--- src/design/adcpo_pkg.sv ---
// Constants shared by the converter output control block.
// Assumes a 100 MHz system clock and a 32-bit Avalon-MM register bus.
package adcpo_pkg;
    // ==========================================================
    // Data path
    localparam int WORD_W = 12;
    localparam int LATENCY = 5;
    localparam int PIPE_DEPTH = LATENCY - 1;
    localparam logic [2:0] FILL_RST = 3'h0;
    // ==========================================================
    // Register map (byte addresses)
    localparam logic [3:0] CTRL_OFS = 4'h0;
    localparam logic [3:0] STATUS_OFS = 4'h4;
    localparam logic [3:0] MASK_OFS = 4'h8;
    localparam logic [3:0] SAMPLE_OFS = 4'hC;
    // ==========================================================
    // Control fields
    localparam int CTRL_TWOS_BIT = 0;
    localparam int CTRL_FLOAT_BIT = 1;
    localparam int CTRL_PD_BIT = 2;
    localparam logic [2:0] CTRL_RST = 3'h0;
    // ==========================================================
    // Status and mask fields
    localparam int EV_WORD_BIT = 0;
    localparam int EV_OVR_BIT = 1;
    localparam logic [1:0] EV_RST = 2'h0;
    // ==========================================================
    // Sample register fields
    localparam int SMP_OVR_BIT = 12;
    localparam int SMP_VALID_BIT = 13;
    localparam int SMP_PD_BIT = 14;
    localparam int SMP_FLOAT_BIT = 15;
    localparam logic [11:0] WORD_RST = 12'h000;
endpackage

--- src/design/adcpo_stage_if.sv ---
// Carrier between the control logic and the sample delay line.
// Assumes both ends run on the same clock.
`timescale 1ns/1ns
`default_nettype none
interface adcpo_stage_if #(
    parameter int W = 12
);
    logic advance;
    logic flush;
    logic [W:0] din;
    logic [W:0] dout;
    modport line (input advance, input flush, input din, output dout);
    modport ctrl (output advance, output flush, output din, input dout);
endinterface
`default_nettype wire

--- src/design/adcpo_delay_line.sv ---
// Delay line that moves one code plus its over-range bit per convert edge.
// Assumes advance is a one-cycle pulse in the system clock domain.
`timescale 1ns/1ns
`default_nettype none
module adcpo_delay_line #(
    parameter int DEPTH = 4,
    parameter int W = 12
) (
    input wire logic clock_in,
    input wire logic srst_in,
    adcpo_stage_if.line stage_if
);
    import adcpo_pkg::*;

    logic [W:0] stage_reg [DEPTH];
    logic [W:0] stage_next [DEPTH];

    // ==========================================================
    // Stages
    always_comb begin
        for (int i = 0; i < DEPTH; i++) begin
            stage_next[i] = stage_reg[i];
            if (stage_if.flush) begin
                stage_next[i] = '0;
            end else if (stage_if.advance) begin
                stage_next[i] = (i == 0) ? stage_if.din : stage_reg[(i == 0) ? 0 : i - 1];
            end
        end
    end

    always_ff @(posedge clock_in) begin
        for (int i = 0; i < DEPTH; i++) begin
            if (srst_in) begin
                stage_reg[i] <= '0;
            end else begin
                stage_reg[i] <= stage_next[i];
            end
        end
    end

    assign stage_if.dout = stage_reg[DEPTH-1];
endmodule
`default_nettype wire

--- src/design/adcpo_top.sv ---
// Output control of a 12-bit pipelined converter: coding, float, power-down, valid and over-range.
// Assumes pins arrive asynchronously and software uses Avalon-MM with waitrequest.
`timescale 1ns/1ns
`default_nettype none
module adcpo_top (
    input wire logic clock_in,
    input wire logic srst_in,
    input wire logic convert_clk_in,
    input wire logic [adcpo_pkg::WORD_W-1:0] core_code_in,
    input wire logic core_overrange_in,
    input wire logic twos_complement_sel_in,
    input wire logic output_float_in,
    input wire logic powerdown_pin_in,
    input wire logic [3:0] avs_address_in,
    input wire logic avs_read_in,
    input wire logic avs_write_in,
    input wire logic [31:0] avs_writedata_in,
    input wire logic [3:0] avs_byteenable_in,
    output logic [31:0] avs_readdata_out,
    output logic avs_waitrequest_out,
    output logic [adcpo_pkg::WORD_W-1:0] sample_data_out,
    output logic sample_data_oe_out,
    output logic overrange_flag_out,
    output logic sample_valid_strobe_out,
    output logic powered_down_out,
    output logic irq_out
);
    import adcpo_pkg::*;

    // ==========================================================
    // Pin synchronisers
    // Code and over-range pass the same two stages as the convert clock so they stay aligned with its edge.
    localparam int SYNC_W = WORD_W + 5;
    logic [SYNC_W-1:0] sync1_reg, sync2_reg;
    logic cclk_prev_reg;
    always_ff @(posedge clock_in) begin
        if (srst_in) begin
            sync1_reg <= '0;
            sync2_reg <= '0;
            cclk_prev_reg <= 1'b0;
        end else begin
            sync1_reg <= {convert_clk_in, core_overrange_in, core_code_in, twos_complement_sel_in,
                          output_float_in, powerdown_pin_in};
            sync2_reg <= sync1_reg;
            cclk_prev_reg <= sync2_reg[SYNC_W-1];
        end
    end

    logic cclk_s, ovr_s, twos_pin_s, float_pin_s, pd_pin_s;
    logic [WORD_W-1:0] code_s;
    assign cclk_s = sync2_reg[SYNC_W-1];
    assign ovr_s = sync2_reg[SYNC_W-2];
    assign code_s = sync2_reg[SYNC_W-3:3];
    assign twos_pin_s = sync2_reg[2];
    assign float_pin_s = sync2_reg[1];
    assign pd_pin_s = sync2_reg[0];

    // ==========================================================
    // Register bus state
    logic [2:0] ctrl_reg, ctrl_next;
    logic [1:0] status_reg, status_next;
    logic [1:0] mask_reg, mask_next;
    logic wait_reg, wait_next;
    logic [31:0] rdata_reg, rdata_next;
    logic irq_reg, irq_next;

    logic twos_sel, float_sel, pd_sel;
    assign twos_sel = twos_pin_s | ctrl_reg[CTRL_TWOS_BIT];
    assign float_sel = float_pin_s | ctrl_reg[CTRL_FLOAT_BIT];
    assign pd_sel = pd_pin_s | ctrl_reg[CTRL_PD_BIT];

    // ==========================================================
    // Conversion state
    logic [WORD_W-1:0] word_reg, word_next;
    logic ovr_reg, ovr_next;
    logic valid_reg, valid_next;
    logic oe_reg, oe_next;
    logic pd_reg, pd_next;
    logic [2:0] fill_reg, fill_next;
    logic ev_word, ev_ovr;

    adcpo_stage_if #(.W(WORD_W)) stage_if ();

    // The line holds one full latency of samples, so the word leaving it is five convert edges old.
    adcpo_delay_line #(
        .DEPTH(LATENCY),
        .W(WORD_W)
    ) u_line (
        .clock_in(clock_in),
        .srst_in(srst_in),
        .stage_if(stage_if)
    );

    logic advance;
    assign advance = cclk_s & ~cclk_prev_reg & ~pd_sel;
    assign stage_if.advance = advance;
    assign stage_if.flush = pd_sel;
    assign stage_if.din = {ovr_s, code_s};

    always_comb begin
        word_next = word_reg;
        ovr_next = ovr_reg;
        valid_next = valid_reg;
        fill_next = fill_reg;
        ev_word = 1'b0;
        ev_ovr = 1'b0;
        pd_next = pd_sel;
        oe_next = ~float_sel;
        if (pd_sel) begin
            // Power-down discards samples in flight so no stale word is flagged valid on wake-up.
            fill_next = FILL_RST;
            valid_next = 1'b0;
            ovr_next = 1'b0;
        end else if (advance) begin
            if (fill_reg == 3'(LATENCY)) begin
                // Offset binary becomes two's complement by inverting the sign bit.
                word_next = stage_if.dout[WORD_W-1:0] ^ {twos_sel, {(WORD_W-1){1'b0}}};
                ovr_next = stage_if.dout[WORD_W];
                valid_next = 1'b1;
                ev_word = 1'b1;
                ev_ovr = stage_if.dout[WORD_W];
            end else begin
                fill_next = fill_reg + 3'h1;
            end
        end
    end

    always_ff @(posedge clock_in) begin
        if (srst_in) begin
            word_reg <= WORD_RST;
            ovr_reg <= 1'b0;
            valid_reg <= 1'b0;
            fill_reg <= FILL_RST;
            oe_reg <= 1'b0;
            pd_reg <= 1'b0;
        end else begin
            word_reg <= word_next;
            ovr_reg <= ovr_next;
            valid_reg <= valid_next;
            fill_reg <= fill_next;
            oe_reg <= oe_next;
            pd_reg <= pd_next;
        end
    end

    // ==========================================================
    // Avalon-MM slave
    // Every access waits exactly one cycle; the access completes on the cycle waitrequest is low.
    logic req, done;
    assign req = avs_read_in | avs_write_in;
    assign done = req & ~wait_reg;

    always_comb begin
        ctrl_next = ctrl_reg;
        mask_next = mask_reg;
        status_next = status_reg;
        rdata_next = rdata_reg;
        wait_next = 1'b1;
        if (req && wait_reg) begin
            wait_next = 1'b0;
            rdata_next = 32'h0000_0000;
            if (avs_read_in) begin
                case (avs_address_in)
                    CTRL_OFS: rdata_next[2:0] = ctrl_reg;
                    STATUS_OFS: rdata_next[1:0] = status_reg;
                    MASK_OFS: rdata_next[1:0] = mask_reg;
                    SAMPLE_OFS: begin
                        rdata_next[WORD_W-1:0] = word_reg;
                        rdata_next[SMP_OVR_BIT] = ovr_reg;
                        rdata_next[SMP_VALID_BIT] = valid_reg;
                        rdata_next[SMP_PD_BIT] = pd_reg;
                        rdata_next[SMP_FLOAT_BIT] = ~oe_reg;
                    end
                    default: rdata_next = 32'h0000_0000;
                endcase
            end
        end
        if (done && avs_write_in && avs_byteenable_in[0]) begin
            if (avs_address_in == CTRL_OFS) begin
                ctrl_next = avs_writedata_in[2:0];
            end
            if (avs_address_in == MASK_OFS) begin
                mask_next = avs_writedata_in[1:0];
            end
        end
        if (done && avs_read_in && avs_address_in == STATUS_OFS) begin
            // Only the bits handed to software are cleared, so an event after the snapshot stays pending.
            status_next = status_reg & ~rdata_reg[1:0];
        end
        // New events are applied after the read clear so an event in the clearing cycle survives.
        if (ev_word) begin
            status_next[EV_WORD_BIT] = 1'b1;
        end
        if (ev_ovr) begin
            status_next[EV_OVR_BIT] = 1'b1;
        end
        irq_next = |(status_next & mask_next);
    end

    always_ff @(posedge clock_in) begin
        if (srst_in) begin
            ctrl_reg <= CTRL_RST;
            mask_reg <= EV_RST;
            status_reg <= EV_RST;
            rdata_reg <= 32'h0000_0000;
            wait_reg <= 1'b1;
            irq_reg <= 1'b0;
        end else begin
            ctrl_reg <= ctrl_next;
            mask_reg <= mask_next;
            status_reg <= status_next;
            rdata_reg <= rdata_next;
            wait_reg <= wait_next;
            irq_reg <= irq_next;
        end
    end

    // ==========================================================
    // Outputs
    assign avs_readdata_out = rdata_reg;
    assign avs_waitrequest_out = wait_reg;
    assign sample_data_out = word_reg;
    assign sample_data_oe_out = oe_reg;
    assign overrange_flag_out = ovr_reg;
    assign sample_valid_strobe_out = valid_reg;
    assign powered_down_out = pd_reg;
    assign irq_out = irq_reg;
endmodule
`default_nettype wire

--- config.mk ---
export PLATFORM = sky130hd
export DESIGN_NAME = adcpo_top
export DESIGN_NICKNAME = d
export VERILOG_FILES = /design/src/design/adcpo_pkg.sv /design/src/design/adcpo_stage_if.sv /design/src/design/adcpo_delay_line.sv /design/src/design/adcpo_top.sv
export SDC_FILE = /design/constraint.sdc
export NUM_CORES = 1
export LEC_CHECK = 0
export ABC_CLOCK_PERIOD_IN_PS = 1800
export BUFFER_PORTS_ARGS = -buffer_cell sky130_fd_sc_hd__buf_2
export CAP_MARGIN = 20
export CORE_MARGIN = 1.5
export CORE_UTILIZATION = 45
export CTS_CLUSTER_DIAMETER = 30
export DETAILED_ROUTE_END_ITERATION = 8
export PLACE_DENSITY = 0.68
export SYNTH_ARGS = -nofsm -noshare
export SYNTH_HDL_FRONTEND = slang
export SYNTH_SLANG_ARGS = --single-unit
--- constraint.sdc ---
create_clock -name clock_in -period 1.8 [get_ports clock_in]
set_clock_uncertainty 0.15 [all_clocks]
set_input_delay 0.18 -clock clock_in [delete_from_list [all_inputs] [get_ports clock_in]]
set_output_delay 0.18 -clock clock_in [all_outputs]
set_load 0.005 [all_outputs]
==> impl_metrics.tcl <==
set metrics [dict create \
    die-area_um2 11710 \
    arrival_ns 1.96 \
    yosys_warnings 0 \
    layout_setup_ws_ns 0.09877 \
    ys_ff_latch 144 \
    clkTransAtPathRegs_ns 0.06 \
    initial_utilization_pct 46.15 \
    hold_path.class "input port to flop" \
    detail-route-antenna-nets 0 \
    outcome "finished clean" \
    rr_startpoint "avs_waitrequest_out$_SDFF_PP1_" \
    final_cell_mix "nand2_1 (156), dfxtp_1 (144), a21oi_1 (79)" \
    grt_max_degree 58 \
    place.gp.congestion 0.8231 \
    rsz0062_at_grt "false" \
    max_slew_margin_pct 61.82 \
    setup_viol 0 \
    worst_pin_slew_ns 0.5648 \
    crit_start "avs_waitrequest_out$_SDFF_PP1_" \
    synth.avg_cell_area_um2 8.975 \
    path_cells "nor4bb_1, and3_1, mux2_2, a22o_1" \
    ys_seq_area_share_pct 57.87 \
    crit_fanout 6 \
    place_inst 736 \
    layout-drive-gt1-share_pct 18.43 \
    final_util_pct 57.44 \
    via_count 3831 \
    tns_ns 0 \
    clockBufferDepth 2 \
    start_kind "flop" \
    dp_hpwl_um 6006 \
    clk_latency_ns 0.52 \
    drtPass1Iterations 4 \
    max_clock_freq_ghz 0.5878 \
    worst-endpoint-required_ns 2.06 \
    die_h_um 108.2 \
    io_buffers 62 \
    pre_cts_ws_ns 0.08988 \
    overflow 0 \
    antenna_found_initial 0 \
    synth_area_um2 4981 \
    clock-root-buffer "clkbuf_8" \
    drc 0 \
    largest_reg_flops 65 \
    static-leakage-power_nw 2.420 \
    min-delay-start "avs_address_in[2]" \
    cts_tree "done" \
    finalPower_mw 6.948 \
    routed_wl_um 9536 \
    crit_path_end_kind "flop" \
    crit_path_top_delay_cell "dfxtp_1" \
    grt_usage_pct 17.49 \
    fin_crit_ns 1.701 \
    fin_nets 701 \
    final_cell_count_no_fill 791 \
    antenna_cells 0 \
    grt_pass1_wl_um 16010 \
    cpPeakStageDelay_ns 0.36 \
    routedWlPerCell_um 12.06 \
    slew_viol_final 0 \
    hold_viol 0 \
    die_width_um 108.2 \
    finalCritPeriodShare_pct 94.51 \
    cts_max_level 4 \
    p_per_area_nw_per_um2 1121 \
    area_growth_pct 24.47 \
    first_iter_violations 264 \
    postSynthCellCount 555 \
    coreArea_um2 10790 \
    ys_types 37 \
    pin_count 111 \
    fp-row-count 38 \
    vdd.ir_drop.worst_mv 0.9200 \
    grt_pass1_vias 3681 \
    clock-sinks 144 \
    drv_cap 0 \
    path_class "flop to flop" \
    cts_made_buffers 17 \
    final_common_cell "nand2_1" \
    via_per_inst 4.843 \
    nFillCells 932 \
]
layer usage:
metal	global-route usage, %	routed length (um)	vias to the layer above
met5	0	0	-
met2	28.39	4768	95
li1	-	-	1954
met4	8.459	124	0
met1	20.72	4248	1770
met3	6.028	395	12
cell usage after synthesis:
cell type	n	area (um2)
nor4bb_1	2	20.02
nor3_1	2	10.01
buf_2	13	65.06
xnor2_1	2	17.52
a22oi_1	15	112.6
ha_1	2	25.02
or2_2	1	6.260
o22ai_1	1	6.260
nor4b_1	2	17.52
a21o_1	1	7.510
a21oi_2	1	8.760
a31oi_1	1	6.260
conb_1	1	3.750
nand3_1	2	10.01
o21ai_1	1	5.000
or3_1	1	6.260
nand2_1	156	585.6
buf_6	1	11.26
a22o_1	1	8.760
nor2b_1	38	237.7
a21oi_1	79	395.4
a211oi_1	1	7.510
dfxtp_1	144	2883
and3_1	4	25.02
buf_4	16	120.1
and4b_1	1	10.01
nand2b_1	3	18.77
or4b_4	1	13.76
mux4_2	2	45.04
nor2_1	27	101.4
and4bb_1	1	12.51
mux2i_1	4	40.04
a221oi_1	1	8.760
clkbuf_1	22	82.58
mux2_2	1	11.26
nor4b_4	1	23.77
inv_1	3	11.26
metrics by stage:
stage,hold slack (ns),instance area [um2]
6_report,0.03627,6200
5_1_grt,0.04607,6200
4_1_cts,0.008826,6191
3_5_place_dp,0.2299,5378
3_3_place_gp,0.2237,5378
2_1_floorplan,0.1582,5037
worst paths after layout:
kind / end / cells past startpoint / slack [ns]
worst max register to register: irq_out$_SDFF_PP0_ / 4 / 0.1
worst max-delay path: irq_out$_SDFF_PP0_ / 4 / 0.1
worst min-delay path: avs_readdata_out[1]$_SDFFE_PP0P_ / 4 / 0.04
worst min register to register: sample_data_oe_out$_SDFF_PP0_ / 1 / 0.23
where the power goes:
part / switching, mW / total, mW / internal (mW)
clock: 1.36 / 3.43 / 2.07
sequential: 0.0181 / 3.25 / 3.23
combinational: 0.151 / 0.269 / 0.117
total: 1.53 / 6.95 / 5.42
repair_timing:
action / in CTS / in global routing
endpoints found under the hold margin: 26 / 0
setup endpoints to repair: 0 / 13
buffers inserted: 0 / 1
hold buffers: 22 / 0
resized for setup: 0 / 1
area by class of cell:
| type | count | area, um2 | area share, % |
|---|---|---|---|
| clock buffers | 19 | 441.7 | 7.124 |
| inverters | 3 | 11.26 | 0.1816 |
| flip-flops and latches | 144 | 2883 | 46.50 |
| well taps | 140 | 175.2 | 2.825 |
| clock inverters | 13 | 151.4 | 2.442 |
| repair buffers | 101 | 670.6 | 10.82 |
| multi-input cells | 371 | 1867 | 30.11 |
worst max-delay path, delay by kind of cell, from the launching register on:
kind | cells | cell delay (ns)
AO/OA/AOI/OAI | 1 | 0.21
flip-flops | 1 | 0.36
multiplexers | 1 | 0.36
AND/OR/NAND/NOR | 2 | 0.52
cells by family after synthesis:
| logic type | synth area share, % |
|---|---|
| muxes | 1.934 |
| other | 0.07529 |
| xor gates and xnor gates | 0.3517 |
| DFF | 57.87 |
| buffers and inverters | 5.828 |
| and+or+nand+nor | 22.05 |
| adders and majority gates | 0.5023 |
| AOI/OAI and AO/OA | 11.38 |
No activity file was read; power rests on OpenSTA's default activity.
